[src/core/nfc_pkg.sv]
/*
 Package for the parallel NOR flash host controller: pin timing counts,
 command codes, unlock addresses and enumerations.
 Assumes a 10 MHz mclk; command codes are plain defaults, not fixed values.
*/
package nfc_pkg;
   localparam int CLK_NS = 100;
   localparam int T_WRITE_PULSE_NS = 100;
   localparam int T_READ_ACCESS_NS = 100;
   localparam int T_RESET_PULSE_NS = 500;
   localparam int T_RECOVER_NS = 200;
   localparam int N_WRITE_PULSE = (T_WRITE_PULSE_NS + CLK_NS - 1) / CLK_NS;
   localparam int N_READ_ACCESS = (T_READ_ACCESS_NS + CLK_NS - 1) / CLK_NS + 1;
   localparam int N_RESET_PULSE = (T_RESET_PULSE_NS + CLK_NS - 1) / CLK_NS;
   localparam int N_RECOVER = (T_RECOVER_NS + CLK_NS - 1) / CLK_NS;
   localparam int POLL_LIMIT = 20000000;
   localparam int ADDR_W = 20;
   localparam int DATA_W = 16;
   localparam logic [ADDR_W-1:0] UNLOCK_A1 = 20'h00555;
   localparam logic [ADDR_W-1:0] UNLOCK_A2 = 20'h002aa;
   localparam logic [7:0] UNLOCK_D1 = 8'haa;
   localparam logic [7:0] UNLOCK_D2 = 8'h55;
   localparam logic [7:0] CMD_PROGRAM = 8'ha0;
   localparam logic [7:0] CMD_ERASE_SETUP = 8'h80;
   localparam logic [7:0] CMD_SECTOR_ERASE = 8'h30;
   localparam logic [7:0] CMD_SUSPEND = 8'hb0;
   localparam logic [7:0] CMD_RESUME = 8'h30;
   localparam logic [7:0] CMD_SHORT_ENTER = 8'h20;
   localparam logic [7:0] CMD_SHORT_EXIT1 = 8'h90;
   localparam logic [7:0] CMD_SHORT_EXIT2 = 8'h00;
   localparam logic [7:0] CMD_REGION_ENTER = 8'h88;
   localparam logic [7:0] CMD_REGION_EXIT = 8'h90;
   localparam logic [7:0] CMD_READ_RESET = 8'hf0;
   localparam logic [DATA_W-1:0] ERASED = 16'hffff;

   typedef enum logic [3:0] {
      NFC_OP_READ, NFC_OP_PROGRAM, NFC_OP_ERASE, NFC_OP_SUSPEND, NFC_OP_RESUME,
      NFC_OP_SHORT_ENTER, NFC_OP_SHORT_EXIT, NFC_OP_REGION_ENTER,
      NFC_OP_REGION_EXIT, NFC_OP_RESET
   } nfc_op_t;

   typedef enum logic [1:0] {
      NFC_OK, NFC_FAIL, NFC_TIMEOUT
   } nfc_result_t;
endpackage : nfc_pkg

[src/core/nfc_host.sv]
/*
 Host controller for a parallel NOR flash: turns one user request into pin
 cycles (chip select, write strobe, output enable, hardware reset) and polls
 completion of program, erase and resume. Assumes flash pins are synchronous to mclk and the flash
 meets its access time within the read wait.
*/
`timescale 1ns/1ns
module nfc_host
   import nfc_pkg::*;
(
   input wire logic mclk, // 10 MHz clock
   input wire logic rst_b, // Synchronous reset, active low
   input wire logic byte_mode, // 1: x8 bus, 0: x16 bus
   input wire logic req_valid, // Request strobe
   output logic req_ready, // Controller idle
   input wire nfc_pkg::nfc_op_t req_op, // Requested operation
   input wire logic [ADDR_W:0] req_addr, // Word address, or byte address in x8
   input wire logic [DATA_W-1:0] req_wdata, // Program data
   output logic rsp_valid, // One-cycle completion pulse
   output nfc_pkg::nfc_result_t rsp_result, // Outcome
   output logic [DATA_W-1:0] rsp_rdata, // Read data
   output logic short_mode, // Short-program mode in use
   output logic region_mode, // Secured region mapped in
   output logic [ADDR_W-1:0] flash_addr, // Address pins
   output logic flash_a_lsb, // Byte-select low address bit in x8
   output logic [DATA_W-1:0] flash_dq_o, // Data out
   input wire logic [DATA_W-1:0] flash_dq_i, // Data in
   output logic flash_dq_oe_b, // Data output enable, low drives
   output logic flash_ce_b, // Chip select
   output logic flash_we_b, // Write strobe
   output logic flash_oe_b, // Output enable
   output logic flash_reset_b, // Hardware reset
   input wire logic ready_busy_output // Device ready, low while busy
);
   import nfc_pkg::*;

   typedef enum logic [3:0] {
      NFC_IDLE, NFC_WR_SETUP, NFC_WR_PULSE, NFC_WR_HOLD, NFC_RD_WAIT, NFC_RD_DONE,
      NFC_POLL, NFC_RST_PULSE, NFC_RST_REC, NFC_DONE
   } nfc_state_t;

   nfc_state_t state;
   nfc_op_t op;
   logic [2:0] step;
   logic [2:0] last_step;
   logic [ADDR_W:0] addr;
   logic [DATA_W-1:0] wdata;
   logic [3:0] cnt;
   logic [24:0] poll_cnt;
   logic [DATA_W-1:0] prev_dq;
   logic have_prev;
   logic [ADDR_W:0] cyc_addr;
   logic [7:0] cyc_cmd;
   logic cyc_is_data;

   // Number of bus writes each operation needs, less one
   function automatic logic [2:0] seq_last(input nfc_op_t o, input logic sh);
      unique case (o)
         NFC_OP_PROGRAM: seq_last = sh ? 3'h1 : 3'h3;
         NFC_OP_ERASE: seq_last = 3'h5;
         NFC_OP_SHORT_ENTER, NFC_OP_REGION_ENTER, NFC_OP_REGION_EXIT: seq_last = 3'h2;
         NFC_OP_SHORT_EXIT: seq_last = 3'h1;
         default: seq_last = 3'h0;
      endcase
   endfunction : seq_last

   // Whether an operation ends by polling the device
   function automatic logic needs_poll(input nfc_op_t o);
      needs_poll = (o == NFC_OP_PROGRAM) || (o == NFC_OP_ERASE) || (o == NFC_OP_RESUME);
   endfunction : needs_poll

   // Unlock address in x16 terms, doubled plus one for the x8 bus
   function automatic logic [ADDR_W:0] unl(input logic [ADDR_W-1:0] a, input logic bm);
      unl = bm ? {a, 1'b0} | 21'h000001 : {1'b0, a};
   endfunction : unl

   // Address and command of the current write cycle
   always_comb begin
      cyc_is_data = 1'b0;
      cyc_addr = unl(UNLOCK_A1, byte_mode);
      cyc_cmd = CMD_READ_RESET;
      if ((op == NFC_OP_PROGRAM && short_mode) || op == NFC_OP_SHORT_EXIT) begin
         if (step == 3'h0) begin
            cyc_addr = addr;
            cyc_cmd = (op == NFC_OP_PROGRAM) ? CMD_PROGRAM : CMD_SHORT_EXIT1;
         end else begin
            cyc_addr = addr;
            cyc_cmd = CMD_SHORT_EXIT2;
            cyc_is_data = (op == NFC_OP_PROGRAM);
         end
      end else if (op == NFC_OP_SUSPEND || op == NFC_OP_RESUME || op == NFC_OP_RESET) begin
         cyc_addr = addr;
         cyc_cmd = (op == NFC_OP_SUSPEND) ? CMD_SUSPEND : CMD_RESUME;
      end else if (op == NFC_OP_PROGRAM && step == 3'h3) begin
         // Fourth write of a full program carries the data to the target word
         cyc_addr = addr;
         cyc_cmd = CMD_PROGRAM;
         cyc_is_data = 1'b1;
      end else begin
         unique case (step)
            3'h0, 3'h3: cyc_cmd = UNLOCK_D1;
            3'h1, 3'h4: begin
               cyc_addr = unl(UNLOCK_A2, byte_mode);
               cyc_cmd = UNLOCK_D2;
            end
            3'h2: unique case (op)
               NFC_OP_PROGRAM: cyc_cmd = CMD_PROGRAM;
               NFC_OP_ERASE: cyc_cmd = CMD_ERASE_SETUP;
               NFC_OP_SHORT_ENTER: cyc_cmd = CMD_SHORT_ENTER;
               NFC_OP_REGION_ENTER: cyc_cmd = CMD_REGION_ENTER;
               default: cyc_cmd = CMD_REGION_EXIT;
            endcase
            default: begin
               cyc_addr = addr;
               cyc_cmd = CMD_SECTOR_ERASE;
               cyc_is_data = (op == NFC_OP_PROGRAM);
            end
         endcase
      end
   end

   assign req_ready = (state == NFC_IDLE);

   always_ff @(posedge mclk) begin
      if (!rst_b) begin
         state <= NFC_IDLE;
         op <= NFC_OP_READ;
         step <= 3'h0;
         last_step <= 3'h0;
         addr <= '0;
         wdata <= '0;
         cnt <= 4'h0;
      end else begin
         unique case (state)
            NFC_IDLE: if (req_valid) begin
               op <= req_op;
               addr <= req_addr;
               wdata <= byte_mode ? {8'h00, req_wdata[7:0]} : req_wdata;
               step <= 3'h0;
               last_step <= seq_last(req_op, short_mode);
               cnt <= 4'h0;
               if (req_op == NFC_OP_READ) state <= NFC_RD_WAIT;
               else if (req_op == NFC_OP_RESET) state <= NFC_RST_PULSE;
               else state <= NFC_WR_SETUP;
            end
            NFC_WR_SETUP: state <= NFC_WR_PULSE;
            NFC_WR_PULSE: begin
               cnt <= cnt + 4'h1;
               if (cnt == 4'(N_WRITE_PULSE - 1)) state <= NFC_WR_HOLD;
            end
            NFC_WR_HOLD: begin
               cnt <= 4'h0;
               if (step != last_step) begin
                  step <= step + 3'h1;
                  state <= NFC_WR_SETUP;
               end else begin
                  state <= needs_poll(op) ? NFC_POLL : NFC_DONE;
               end
            end
            NFC_RD_WAIT: begin
               cnt <= cnt + 4'h1;
               if (cnt == 4'(N_READ_ACCESS - 1)) state <= NFC_RD_DONE;
            end
            NFC_RD_DONE: state <= NFC_DONE;
            NFC_POLL: if (rsp_valid) state <= NFC_IDLE;
            NFC_RST_PULSE: begin
               cnt <= cnt + 4'h1;
               if (cnt == 4'(N_RESET_PULSE - 1)) begin
                  cnt <= 4'h0;
                  state <= NFC_RST_REC;
               end
            end
            NFC_RST_REC: begin
               cnt <= cnt + 4'h1;
               if (cnt == 4'(N_RECOVER - 1)) state <= NFC_DONE;
            end
            NFC_DONE: state <= NFC_IDLE;
            default: state <= NFC_IDLE;
         endcase
      end
   end

   // Pin drivers; data is driven only while output enable is high
   always_ff @(posedge mclk) begin
      if (!rst_b) begin
         flash_ce_b <= 1'b1;
         flash_we_b <= 1'b1;
         flash_oe_b <= 1'b1;
         flash_dq_oe_b <= 1'b1;
         flash_reset_b <= 1'b1;
         flash_addr <= '0;
         flash_a_lsb <= 1'b0;
         flash_dq_o <= '0;
      end else begin
         flash_reset_b <= !(state == NFC_IDLE && req_valid && req_op == NFC_OP_RESET)
            && !(state == NFC_RST_PULSE && cnt != 4'(N_RESET_PULSE - 1));
         flash_we_b <= !(state == NFC_WR_SETUP || (state == NFC_WR_PULSE
            && cnt != 4'(N_WRITE_PULSE - 1)));
         flash_dq_oe_b <= !(state == NFC_WR_SETUP || state == NFC_WR_PULSE);
         flash_oe_b <= !((state == NFC_IDLE && req_valid && req_op == NFC_OP_READ)
            || state == NFC_RD_WAIT
            || (state == NFC_POLL && !rsp_valid));
         // Select released when idle so the device can drop to standby
         flash_ce_b <= !(flash_oe_b == 1'b0 || state == NFC_WR_SETUP
            || state == NFC_WR_PULSE || (state == NFC_IDLE && req_valid
            && req_op == NFC_OP_READ) || state == NFC_POLL);
         if (state == NFC_IDLE && req_valid) begin
            flash_addr <= byte_mode ? req_addr[ADDR_W:1] : req_addr[ADDR_W-1:0];
            flash_a_lsb <= byte_mode & req_addr[0];
         end else if (state == NFC_WR_SETUP) begin
            flash_addr <= byte_mode ? cyc_addr[ADDR_W:1] : cyc_addr[ADDR_W-1:0];
            flash_a_lsb <= byte_mode & cyc_addr[0];
            flash_dq_o <= cyc_is_data ? wdata : {8'h00, cyc_cmd};
         end else if (state == NFC_POLL || state == NFC_IDLE) begin
            flash_addr <= byte_mode ? addr[ADDR_W:1] : addr[ADDR_W-1:0];
            flash_a_lsb <= byte_mode & addr[0];
         end
      end
   end

   // Completion by toggle bit; bit seven is checked against the data on a program only
   always_ff @(posedge mclk) begin
      if (!rst_b) begin
         poll_cnt <= '0;
         prev_dq <= '0;
         have_prev <= 1'b0;
         rsp_valid <= 1'b0;
         rsp_result <= NFC_OK;
         rsp_rdata <= '0;
      end else begin
         rsp_valid <= 1'b0;
         if (state != NFC_POLL || rsp_valid) begin
            poll_cnt <= '0;
            have_prev <= 1'b0;
         end else if (!flash_oe_b) begin
            poll_cnt <= poll_cnt + 25'h1;
            prev_dq <= flash_dq_i;
            have_prev <= 1'b1;
            // Stable toggle bit with ready high means the operation ended
            if (have_prev && prev_dq[6] == flash_dq_i[6] && ready_busy_output) begin
               rsp_valid <= 1'b1;
               // Rejected writes (protected sector, locked region, low supply) end
               // with the data not matching
               rsp_result <= (op != NFC_OP_PROGRAM || flash_dq_i[7] == wdata[7])
                  ? NFC_OK : NFC_FAIL;
               rsp_rdata <= flash_dq_i;
            end else if (poll_cnt == 25'(POLL_LIMIT)) begin
               rsp_valid <= 1'b1;
               rsp_result <= NFC_TIMEOUT;
            end
         end
         if (state == NFC_RD_DONE) rsp_rdata <= byte_mode ? {8'h00, flash_dq_i[7:0]}
            : flash_dq_i;
         if (state == NFC_DONE) begin
            rsp_valid <= 1'b1;
            rsp_result <= NFC_OK;
         end
      end
   end

   // Mode flags track what the device has been told
   always_ff @(posedge mclk) begin
      if (!rst_b) begin
         short_mode <= 1'b0;
         region_mode <= 1'b0;
      end else if (state == NFC_DONE) begin
         if (op == NFC_OP_SHORT_ENTER) short_mode <= 1'b1;
         if (op == NFC_OP_SHORT_EXIT || op == NFC_OP_RESET) short_mode <= 1'b0;
         if (op == NFC_OP_REGION_ENTER) region_mode <= 1'b1;
         if (op == NFC_OP_REGION_EXIT || op == NFC_OP_RESET) region_mode <= 1'b0;
      end
   end
endmodule : nfc_host

[config.mk]
export PLATFORM = sky130hd
export DESIGN_NAME = nfc_host
export DESIGN_NICKNAME = d
export VERILOG_FILES = /design/src/core/nfc_pkg.sv /design/src/core/nfc_host.sv
export SDC_FILE = /design/constraint.sdc
export NUM_CORES = 1
export LEC_CHECK = 0
export BUFFER_PORTS_ARGS = -buffer_cell sky130_fd_sc_hd__buf_2
export CORE_MARGIN = 2
export CORE_UTILIZATION = 25
export CTS_CLUSTER_DIAMETER = 200
export DETAILED_ROUTE_END_ITERATION = 10
export GPL_ROUTABILITY_DRIVEN = 0
export MAX_ROUTING_LAYER = met4
export PLACE_DENSITY = 0.5
export SLEW_MARGIN = 10
export SYNTH_ARGS = -nofsm -noshare
export SYNTH_HDL_FRONTEND = slang
export SYNTH_SLANG_ARGS = --single-unit
[constraint.sdc]
create_clock -name mclk -period 2.2 [get_ports mclk]
set_input_delay 0.11 -clock mclk [delete_from_list [all_inputs] [get_ports mclk]]
set_output_delay 0.11 -clock mclk [all_outputs]
set_load 0.1 [all_outputs]
# After elaboration in Yosys (flattened, before gate mapping)
# Index checks and enable logic that the tools add are counted.
[op_classes]
addsub = 3
n_eq_ne = 47
n_mux = 66
n_bitwise = 7
n_reduce_logical = 66
[ops]
columns = ["operator", "n"]
rows = [
  ["20-bit 2-to-1 mux", 6],
  ["16-bit 2-to-1 mux", 7],
  ["21-bit 2-to-1 mux", 3],
  ["4-bit by 3-bit equality test with 1-bit output (second input constant)", 12],
  ["21-bit case mux with 2 select lines", 1],
  ["4-bit 2-to-1 mux", 10],
  ["8-bit 2-to-1 mux", 5],
  ["4-bit case mux with 9 select lines", 1],
  ["8-bit case mux with 4 select lines", 1],
  ["25-bit by 1-bit adder with 25-bit output (second input constant)", 1],
  ["25-bit equality test (second input constant)", 1],
  ["4-bit equality test (second input constant)", 6],
  ["8-bit case mux with 3 select lines", 1],
  ["4-bit by 2-bit equality test with 1-bit output (second input constant)", 5],
  ["1-bit logical OR", 18],
  ["1-bit 2-to-1 mux", 18],
  ["4-bit by 1-bit equality test with 1-bit output (second input constant)", 4],
  ["4-bit case mux with 4 select lines", 1],
  ["2-bit inequality test (second input constant)", 7],
  ["4-bit zero test", 3],
  ["12-bit 2-to-1 mux", 1],
  ["3-bit 2-to-1 mux", 4],
  ["3-bit case mux with 4 select lines", 1],
  ["2-bit AND reduction", 6],
  ["27 further kinds", 66],
]
[totals]
register_bits = 151
inputBits = 62
output_inout_bits = 64

# Longest topological paths before layout
# Gate-level depths: netlist (run 1).
[logic_depth]
ltp_word = 9
mapped_depth = 11

# Worst setup path before layout (run 1)
# No wires, ideal clock.
[synth_timing]
path_kind = "register -> output"
from = "reg state[3]"
to = "out req_ready"
t_arrival_ns = 2.902
required_ns = 2.090
setup_slack_ns = -0.812
stages_incl_launch_ff = 5
path_cell_list = "dfxtp_1 > clkbuf_1 > clkbuf_1 > buf_1 > nor3_1"
[synth_between]
elab_chain_cells = 1
[synth_rtl]
columns = ["item", "line", "source"]
rows = [
  ["start, declared", "nfc_host.sv:42", "nfc_state_t state;"],
  ["start signal, assigned", "nfc_host.sv:157", "state <= needs_poll(op) ? NFC_POLL : NFC_DONE;"],
  ["4-bit zero test", "nfc_host.sv:122", "assign req_ready = (state == NFC_IDLE);"],
  ["end, declared", "nfc_host.sv:15", "output logic req_ready,"],
]
# Every way passes these cells.

# Final worst setup path (run 1)
[layout_timing]
from = "reg step[0]"
to = "reg flash_addr[5]"
[layout_between]
elab_chain_cells = 9
word_cells_on_any_way = 15
[layout_rtl]
columns = ["item", "line", "source"]
rows = [
  ["start, declared", "nfc_host.sv:44", "logic [2:0] step;"],
  ["start signal, assigned", "nfc_host.sv:154", "step <= step + 3'h1;"],
  ["3-bit by 2-bit equality test with 1-bit output, or another cell as far along", "nfc_host.sv:94, nfc_host.sv:100", ""],
  ["3-bit OR reduction (no source line) / 2-bit OR reduction (equally long branches)", "-", ""],
  ["21-bit case mux with 2 select lines", "nfc_host.sv:100", "unique case (step)"],
  ["21-bit 2-to-1 mux (*)", "nfc_host.sv:94", "end else if (op == NFC_OP_PROGRAM && step == 3'h3) begin"],
  ["21-bit 2-to-1 mux (*)", "nfc_host.sv:91", "end else if (op == NFC_OP_SUSPEND || op == NFC_OP_RESUME || op == NFC_OP_RESET) begin"],
  ["21-bit 2-to-1 mux (*)", "nfc_host.sv:82", "if ((op == NFC_OP_PROGRAM && short_mode) || op == NFC_OP_SHORT_EXIT) begin"],
  ["20-bit 2-to-1 mux (*)", "nfc_host.sv:211", "flash_addr <= byte_mode ? cyc_addr[ADDR_W:1] : cyc_addr[ADDR_W-1:0];"],
  ["20-bit 2-to-1 mux (*)", "nfc_host.sv:210", "end else if (state == NFC_WR_SETUP) begin"],
  ["20-bit 2-to-1 mux (*)", "nfc_host.sv:207", "if (state == NFC_IDLE && req_valid) begin"],
  ["end signal, assigned", "nfc_host.sv:208", "flash_addr <= byte_mode ? req_addr[ADDR_W:1] : req_addr[ADDR_W-1:0];"],
  ["end signal, assigned", "nfc_host.sv:211", ""],
  ["end signal, assigned", "nfc_host.sv:215", "flash_addr <= byte_mode ? addr[ADDR_W:1] : addr[ADDR_W-1:0];"],
  ["end, declared", "nfc_host.sv:24", "output logic [ADDR_W-1:0] flash_addr,"],
]
# Mark *: on every way between the ends. The rest lies on a longest branch, timed or not.
# A chain may end at the register's enable or synchronous reset.

==> flow_summary.ini, run 1 <==
[run_status]
status = finished clean

[final_layout]
final_cell_mix = 138 x dfxtp_1, 125 x nand2_1, 125 x buf_2
layoutNonFillerInstCount = 1502
final_layout_size_suffix_gt1_share_pct = 23.4
antenna_cells = 0
fin_nets = 1177
fillers = 3018
final_common_cell = dfxtp_1
area_growth_pct = 35.7

[place]
dp_slack_ps = -15.9
dp_hpwl_um = 15400
dp.cells = 1412
port_buffers = 125

[timing]
finalSetupViolCount = 0
worst_slew_pin_slew_ps = 652
finalHoldViolCount = 0
relSlewSlack_pct = 56.4
min_period_over_period_pct = 93.8
max_freq_mhz = 485
finalWorstSetupSlack_ps = 137
drv_slew = 0
rsz0062_at_grt = no
final.min_clock_period_ps = 2060
finalClockSkew_ps = 19.0

[clock_tree]
clk_latency_ps = 440
clkTransAtPathRegs_ps = 80
htree_levels = 4
cts_tree = built
cts_buffers = 17
cts.path.max_buffers = 2
root_buffer = clkbuf_16
cts.sinks = 145

[drt]
wire_per_inst_um = 14.8
vias_per_cell = 4.77
postRouteAntennaNets = 0
remaining_drc_errors = 0
routed_wl_um = 22200
drt_iter0_drc = 378
route.vias.total = 7170
first_pass_iters = 4

[setup_path]
crit_fanout = 7
critPathArrivalTime_ps = 2420
ff2ff_setup_slack_ps = 140
cpPeakStageDelay_ps = 340
path_cells = ha_1 > ha_4 > o21bai_2 > buf_4 > o21ai_1 > a21oi_1 > a211o_1 > o22ai_1
worst_setup_path_end_kind = flop
crit_required_ps = 2560
worstSetupStartpointType = flop
crit_slowest_cell = dfxtp_2
crit_type = flop to flop

[power]
p_sw_mw = 5.83
p_comb_share_pct = 47.4
seq_power_share_pct = 28.7
clkPwrFrac_pct = 23.9
cellLeakagePower_nw = 4.02
p_int_mw = 6.22
power_density_nw_per_um2 = 1220
ir_drop_uv = 739
p_sw_share_pct = 48.4

[die]
io-pin-count = 126
die_w_um = 175
die_h_um = 175
die_area_sq_um = 30600
num_rows = 62
fp.coreArea_sq_um = 28700
initial_utilization_pct = 25.4

[logic_synthesis]
netlist-cell-type-count = 69
synth_ff_type = dfxtp_1
ys_ff_latch = 145
synth_edf_count = 0
ys.warnings.count = 0
avgSynthCellArea_sq_um = 8.06
ys_top_cells_by_area = dfxtp_1 40%, mux2i_1 7.4%, nand2_1 6.4%
synth_area_sq_um = 7300
synth_cells = 906
synth_sequential_area_ratio_pct = 39.7
synth_fp_nets = 978
yosys.area.top_type_share_pct = 39.7
synth_largest_area_cell = dfxtp_1
asyncSetResetFlopFracSynth_pct = 0

[global_route]
grtUsageTotal_pct = 15.0
grt_pass1_wl_um = 35900
grt.overflow.total = 0
grt_pass1_vias = 6831
antenna_found_initial = 0
grt_max_degree = 62

[run]
maxCapViolations = 0

[worst_hold_path]
hp-class = input port to flop
[per-stage QoR]
stage	TNS [ps]	cell area, sq um	power, mW	hold WS, ps	util, %
2_1_floorplan	0	7310	7.62	246	-
6_report	0	9910	12.0	51.1	34.5
3_5_place_dp	-123	8710	9.11	350	30.3
4_1_cts	0	9860	12.1	32.5	34.3
5_1_grt	0	9910	12.7	47.4	34.5
3_3_place_gp	0	8710	9.11	340	30.3
[cells by family (layout without fill, tap and decap cells)]
| kind of cell | count (synthesis) | in the layout | synth area share, % |
|---|---|---|---|
| flip-flops | 145 | 145 | 39.7 |
| AO/OA/AOI/OAI | 206 | 206 | 17.6 |
| XOR/XNOR | 34 | 34 | 4.08 |
| buffers and inverters | 83 | 295 | 4.59 |
| adder cells (fa/ha/maj) | 10 | 10 | 1.71 |
| AND/OR/NAND/NOR | 369 | 369 | 24.1 |
| multiplexers | 59 | 59 | 8.17 |
[power groups by stage]
| stage | logic (mW) | registers (mW) | clock network [mW] |
|---|---|---|---|
| after floorplan | 2.37 | 5.26 | 0 |
| after global placement | 5.61 | 3.50 | 0 |
| after detailed placement | 5.61 | 3.50 | 0 |
| after CTS | 5.71 | 3.45 | 2.98 |
| after global routing | 6.14 | 3.52 | 3.09 |
| final | 5.72 | 3.45 | 2.88 |
[worst paths after layout]
kind | from | endpoint | cells past startpoint
worst max-delay path | step[0] | flash_addr[5] | 8
worst min-delay path | rst_b | flash_dq_o[3] | 3
worst max register to register | step[0] | flash_addr[5] | 8
worst min register to register | flash_dq_o[13] | flash_dq_o[13] | 2
[flip-flops by register name (all words and copies together), names as in the netlist, 2 cells and up]
| register | flops |
|---|---|
| step | 3 |
| op | 4 |
| rsp_rdata | 16 |
| addr | 21 |
| rsp_result | 2 |
| flash_addr | 20 |
| state | 4 |
| poll_cnt | 25 |
| wdata | 16 |
| cnt | 4 |
| last_step | 3 |
| flash_dq_o | 16 |
[area by class of cell]
| type | count | area [sq um] | share of cell area (%) |
|---|---|---|---|
| multi-input cells | 678 | 4130 | 41.7 |
| inverters | 17 | 63.8 | 0.644 |
| repair buffers | 246 | 1760 | 17.7 |
| clock inverters | 14 | 131 | 1.33 |
| flip-flops and latches | 145 | 2910 | 29.4 |
| clock buffers | 18 | 439 | 4.43 |
| well taps | 384 | 480 | 4.85 |
[synth_stat cells, drive strengths merged, types with 3 or more instances]
library cell    n
a211o           4
nand3b         12
or2             5
nor2b          13
and3           10
nand4           7
o21a            4
or3b            3
nand2b         11
a211oi          5
or4             4
dfxtp         145
o31ai           3
a221o           4
clkbuf         43
a31oi          10
inv            17
nor4            7
xor2           19
buf            23
mux2            5
xnor2          15
nor3           15
o211ai          5
nor2          105
nand2         125
o221ai         13
a2111oi         7
a21oi          87
o21ai          42
or3             5
a41oi           4
o22ai           6
mux2i          54
ha             10
nand3          34
[metal layers]
layer,track usage (%),up-vias,routed length (um)
met5,-,-,0
li1,-,3609,-
met4,3.85,0,191
met3,2.74,14,899
met1,20.0,3396,10900
met2,23.6,151,10100
[worst max-delay path, delay by kind of cell (launching register included)]
| kind | cells | cell delay, ps |
|---|---|---|
| AOI/OAI and AO/OA | 5 | 1070 |
| adders and majority gates | 2 | 420 |
| buffers and inverters | 1 | 170 |
| DFF | 1 | 340 |
[timing repair]
| item | in CTS | in global routing |
|---|---|---|
| gates resized for setup | 2 | 15 |
| setup endpoints to repair | 11 | 47 |
| endpoints found under the hold margin | 58 | 0 |
| pin swaps | 0 | 4 |
| setup buffers | 0 | 1 |
| hold buffers | 57 | 0 |
No activity file was read; power rests on OpenSTA's default activity.
==> run 2, diff against run 1 <==
Settings changed: ABC_AREA from default to 1.
==> run 2 against run 1 <==
  * Worst setup slack better by 34 ps
  * Critical path depth rose by 4
  * Non-clock buffer count is 45 lower
  * Die area rose by 4.3%
  * Cell count is 8.8% higher
  * Sequential power rose by 3%
  * First-iteration DRC count fell by 8.7%
  * Total power rose by 3.6%
  * Clock power is 3% higher
  * Maximum frequency increased by 1.7%
  * Clock skew is 12 ps lower
  * Critical path type unchanged
==> flow_summary.ini, run 2 <==
[clock_tree]
htree_levels = 4
cts_buffers = 17
clkTransAtPathRegs_ps = 60
postCtsSetupRepairBufs = 0
cts.path.max_buffers = 2
root_buffer = clkbuf_16
cts.sinks = 145
clk_latency_ps = 430
cts_tree = built

[setup_path]
crit_type = flop to flop
path_buf_inv = 1
crit_slowest_cell = dfxtp_1
critPathArrivalTime_ps = 2340
crit_fanout = 12
path_common_cell = nand2_1
worstSetupStartpointType = flop
crit_required_ps = 2510
worst_setup_path_end_kind = flop
path_cells = ha_1 > ha_1 > inv_1 > nor2_4 > nor2_4 > nand3_4 > nand2_1 > nand3_1 > nand3_1 > nand2_1 > nand2_1 > a21oi_2
cp_top_family = simple AND/OR/NAND/NOR gates
cpPeakStageDelay_ps = 370

[final_layout]
largest_reg_flops = 25
fillers = 3269
final_common_cell = nand2_1
seqCellArea_sq_um = 2900
area_growth_pct = 29.9
final_cell_mix = 200 x nand2_1, 145 x dfxtp_1, 125 x buf_2
fin_nets = 1303
multi_input_area_sq_um = 4050
final_layout_size_suffix_gt1_share_pct = 22.6
reg_top3 = poll_cnt x25, addr x21, flash_addr x20
top_register = poll_cnt
antenna_cells = 0
design_area_sq_um = 9900

[logic_synthesis]
synth_common_cells = 200 x nand2_1, 145 x dfxtp_1, 111 x inv_1
yosys.area.top_type_share_pct = 38.1
yosysMostFrequentCell = nand2_1
synth_fp_nets = 1133
synth_ff_type = dfxtp_1
ys_ff_latch = 145
ys.warnings.count = 0
synth_cells = 1061
asyncSetResetFlopFracSynth_pct = 0
synth_edf_count = 0
synth_area_sq_um = 7620
netlist-cell-type-count = 48
avgSynthCellArea_sq_um = 7.18
synth_sequential_area_ratio_pct = 38.1
synth_largest_area_cell = dfxtp_1
ys_top_cells_by_area = dfxtp_1 38%, nand2_1 9.8%, o21ai_0 7.0%

[global_route]
grt-busiest-layer = met2
met1_usage_pct = 18.7
met3_usage_pct = 2.51
grt_max_degree = 50
gr-usage-met2_pct = 23.9
grtUsageTotal_pct = 14.6
grt_pass1_vias = 7021
grt_pass1_wl_um = 35800
antenna_found_initial = 0
grt.overflow.total = 0

[power]
clkPwrFrac_pct = 23.8
seq_power_share_pct = 28.4
p_comb_share_pct = 47.8
p_sw_share_pct = 49.1
ir_drop_uv = 979
cellLeakagePower_nw = 4.11
power_density_nw_per_um2 = 1260
p_int_mw = 6.35
p_sw_mw = 6.13

[place]
dp_hpwl_um = 15800
port_buffers = 125
place_area_sq_um = 8760

[drt]
wire_per_inst_um = 13.6
first_pass_iters = 4
vias_per_cell = 4.61
route.vias.total = 7532
postRouteAntennaNets = 0
drt_iter0_drc = 345
routed_wl_um = 22200
remaining_drc_errors = 0

[die]
die_area_sq_um = 31900
fp.coreArea_sq_um = 29800
die_w_um = 179
num_rows = 63
initial_utilization_pct = 25.6
io-pin-count = 126
die_h_um = 179

[timing]
worst_slew_pin_slew_ps = 646
finalSetupViolCount = 0
min_period_over_period_pct = 92.2
fin_tns_setup_ps = 0
rsz0062_at_grt = no
finalHoldViolCount = 0
finalClockSkew_ps = 7.15
max_freq_mhz = 493
final.min_clock_period_ps = 2030
drv_slew = 0
relSlewSlack_pct = 56.8

[worst_hold_path]
hp-class = input port to flop

[run]
maxCapViolations = 0

[run_status]
status = finished clean
==> run 2: cell count changes after synthesis, sizes merged, moves of 54 or more <==
cell,change
nand2,+93
nand3,+55
mux2i,-54
inv,+106
o21ai,+70
==> run 2: routing by layer <==
metal	vias to the layer above	wire, um
li1	3882	-
met1	3484	10500
met2	149	10600
met3	17	962
met4	0	189
met5	-	0
==> run 2: worst reg2reg max path, delay by kind of cell (launching register included) <==
| family | cells | cell delay [ps] |
|---|---|---|
| AND/OR/NAND/NOR | 8 | 950 |
| AO/OA/AOI/OAI | 1 | 50 |
| flip-flops | 1 | 370 |
| adder cells (fa/ha/maj) | 2 | 410 |
| buffers and inverters | 1 | 150 |
==> run 2: repair_timing <==
action / in CTS / in global routing
resized for setup: 0 / 5
hold buffers: 52 / 0
setup endpoints to repair: 0 / 27
hold endpoints to repair: 53 / 0
==> run 2: cell type report <==
class / instances / area share (%)
clock buffers: 20 / 4.71
clock inverters: 12 / 1.33
flip-flops and latches: 145 / 29.3
repair buffers: 201 / 14.2
well taps: 390 / 4.93
inverters: 123 / 4.69
multi-input cells: 743 / 40.9
==> run 2: stage by stage <==
stage	worst slack (ps)	util [%]	power (mW)	hold WS, ps	cells
3_3_place_gp	132	29.4	9.50	355	1549
2_1_floorplan	57.5	-	8.24	245	1061
6_report	171	33.2	12.5	30.5	1634
3_5_place_dp	80.0	29.4	9.52	362	1549
5_1_grt	9.09	33.2	13.2	22.0	1634
4_1_cts	54.5	33.2	12.6	0.975	1633
==> run 2: power groups by stage <==
stage | Combinational (mW) | Sequential, mW | Clock, mW
6_report | 5.97 | 3.54 | 2.97
5_1_grt | 6.46 | 3.60 | 3.18
4_1_cts | 6.02 | 3.54 | 3.08
3_5_place_dp | 5.93 | 3.59 | 0
3_3_place_gp | 5.91 | 3.59 | 0
2_1_floorplan | 2.52 | 5.72 | 0
==> run 2: cell families after synthesis <==
group	Yosys count	synth area share (%)
XOR/XNOR	11	1.26
AO/OA/AOI/OAI	267	20.3
flip-flops	145	38.1
buffers and inverters	174	9.24
AND/OR/NAND/NOR	454	29.4
adder cells (fa/ha/maj)	10	1.64
==> run 2: path summary, 6_finish.rpt <==
kind,start,endpoint,slack [ps],cells after the start
setup reg to reg,step[0],flash_addr[6],170,12
hold / removal,req_addr[1],addr[1],30,3
hold reg to reg,wdata[10],flash_dq_o[10],460,2
setup / recovery,step[0],flash_addr[6],170,12
==> run 3, diff against run 2 <==
Settings changed: PLACE_DENSITY 0.5 to 0.49.
Clock period 2.2 ns to 2.1 ns, I/O delays scaled along.
==> run 3 against run 2 <==
  * Worst setup slack got worse by 76 ps
  * Clock skew up 2.3 ps
  * Highest routed layer unchanged
  * Non-clock buffer count increased by 8
  * Maximum frequency rose by 1.2%
  * Utilization is 0.20 points higher
==> flow_summary.ini, run 3 (synthesized netlist as in run 2, its figures left out) <==
[run_status]
status = finished clean

[clock_tree]
postCtsSetupRepairBufs = 0
cts_tree = built
htree_levels = 4
clkTransAtPathRegs_ps = 70
cts_buffers = 17
cts.path.max_buffers = 2
root_buffer = clkbuf_16
clk_latency_ps = 430
cts.sinks = 145

[timing]
finalClockSkew_ps = 9.42
worst_slew_pin_slew_ps = 536
finalSetupViolCount = 0
rsz0062_at_grt = yes
final.min_clock_period_ps = 2010
min_period_over_period_pct = 95.5
finalWorstSetupSlack_ps = 94.5
timing.hold.ws_ps = 20.2
max_freq_mhz = 499
finalHoldViolCount = 0
relSlewSlack_pct = 64.5
fin_tns_setup_ps = 0
drv_slew = 0

[setup_path]
worstSetupStartpointType = flop
r2r_cells = 12
crit_type = flop to flop
crit_required_ps = 2420
critPathArrivalTime_ps = 2330
crit_fanout = 6
worst_setup_path_end_kind = flop

[die]
num_rows = 63
die_w_um = 179
io-pin-count = 126
die_area_sq_um = 31900
fp.coreArea_sq_um = 29800
die_h_um = 179
initial_utilization_pct = 25.6

[place]
port_buffers = 125
dp_hpwl_um = 16200
dp_slack_ps = 96.9
place_area_sq_um = 8880

[power]
p_sw_share_pct = 50.5
power_density_nw_per_um2 = 1310
p_int_mw = 6.44
seq_power_share_pct = 28.5
ir_drop_uv = 1240
p_comb_share_pct = 49.2
p_sw_mw = 6.57
clkPwrFrac_pct = 22.3
p_total_mw = 13.0
cellLeakagePower_nw = 4.15

[global_route]
grt_pass1_vias = 7078
grt.overflow.total = 0
grtUsageTotal_pct = 15.0
grt_max_degree = 77
grt_pass1_wl_um = 36700
antenna_found_initial = 0

[drt]
postRouteAntennaNets = 0
remaining_drc_errors = 0
wire_per_inst_um = 14.0
vias_per_cell = 4.58
route.vias.total = 7523
first_pass_iters = 5
routed_wl_um = 23000
drt_iter0_drc = 411

[final_layout]
top_register = poll_cnt
final_common_cell = nand2_1
largest_reg_flops = 25
final_cell_mix = 200 x nand2_1, 142 x dfxtp_1, 125 x buf_2
fin_nets = 1312
final_layout_size_suffix_gt1_share_pct = 23.5
design_area_sq_um = 9960
fillers = 3249
reg_top3 = poll_cnt x25, addr x21, flash_addr x20
area_growth_pct = 30.7
antenna_cells = 0

[worst_hold_path]
hold_path_depth = 3
hp-class = input port to flop

[run]
maxCapViolations = 0
run 3: what timing repair did:
| item | CTS | global route |
|---|---|---|
| hold buffers | 49 | 0 |
| setup endpoints to repair | 0 | 21 |
| hold endpoints to repair | 51 | 0 |
| resized for setup | 0 | 9 |
run 3: final timing paths:
path	startpoint	end	slack (ps)
worst max-delay path	step[1]	flash_addr[1]	90
worst min-delay path	req_addr[3]	addr[3]	20
worst max register to register	step[1]	flash_addr[1]	90
worst min register to register	wdata[9]	wdata[9]	460
run 3: power groups by stage:
| stage | logic [mW] | clock network [mW] | registers (mW) |
|---|---|---|---|
| after floorplan | 2.64 | 0 | 5.99 |
| after global placement | 6.33 | 0 | 3.76 |
| after detailed placement | 6.34 | 0 | 3.76 |
| after CTS | 6.42 | 3.01 | 3.71 |
| after global routing | 6.91 | 3.12 | 3.78 |
| final | 6.39 | 2.91 | 3.71 |
run 3: stage by stage:
stage               cells  util [%]
floorplan            1061         -
global placement     1560      29.8
detailed placement   1560      29.8
CTS                  1641      33.3
global route         1643      33.4
finish               1643      33.4
run 3: routing by layer:
| layer | share of wire (%) | track usage [%] | vias to the layer above | wire length [um] |
|---|---|---|---|---|
| met2 | 47 | 24.1 | 146 | 10900 |
| met4 | 0.83 | 3.25 | 0 | 190 |
| li1 | - | - | 3904 | - |
| met5 | 0 | - | - | 0 |
| met3 | 4.1 | 2.79 | 18 | 941 |
| met1 | 48 | 19.6 | 3455 | 11000 |
run 3: cell type report:
cell class              instances  area (sq um)  share of cell area, %
well taps                     390           488                   4.90
clock buffers                  18           429                   4.31
clock inverters                14           123                   1.23
repair buffers                209          1490                   15.0
flip-flops and latches        145          2910                   29.2
multi-input cells             744          4060                   40.7
inverters                     123           467                   4.68
run 3: critical path, cell delays in order (launching register included):
cell,delay [ps]
dfxtp_1,360
ha_1,210
ha_1,190
inv_1,150
nor2_4,70
nor2_4,230
nand3_2,220
nand2_1,130
nand3_1,80
nand3_1,80
nand2_1,50
nand2_1,70
a21oi_2,50
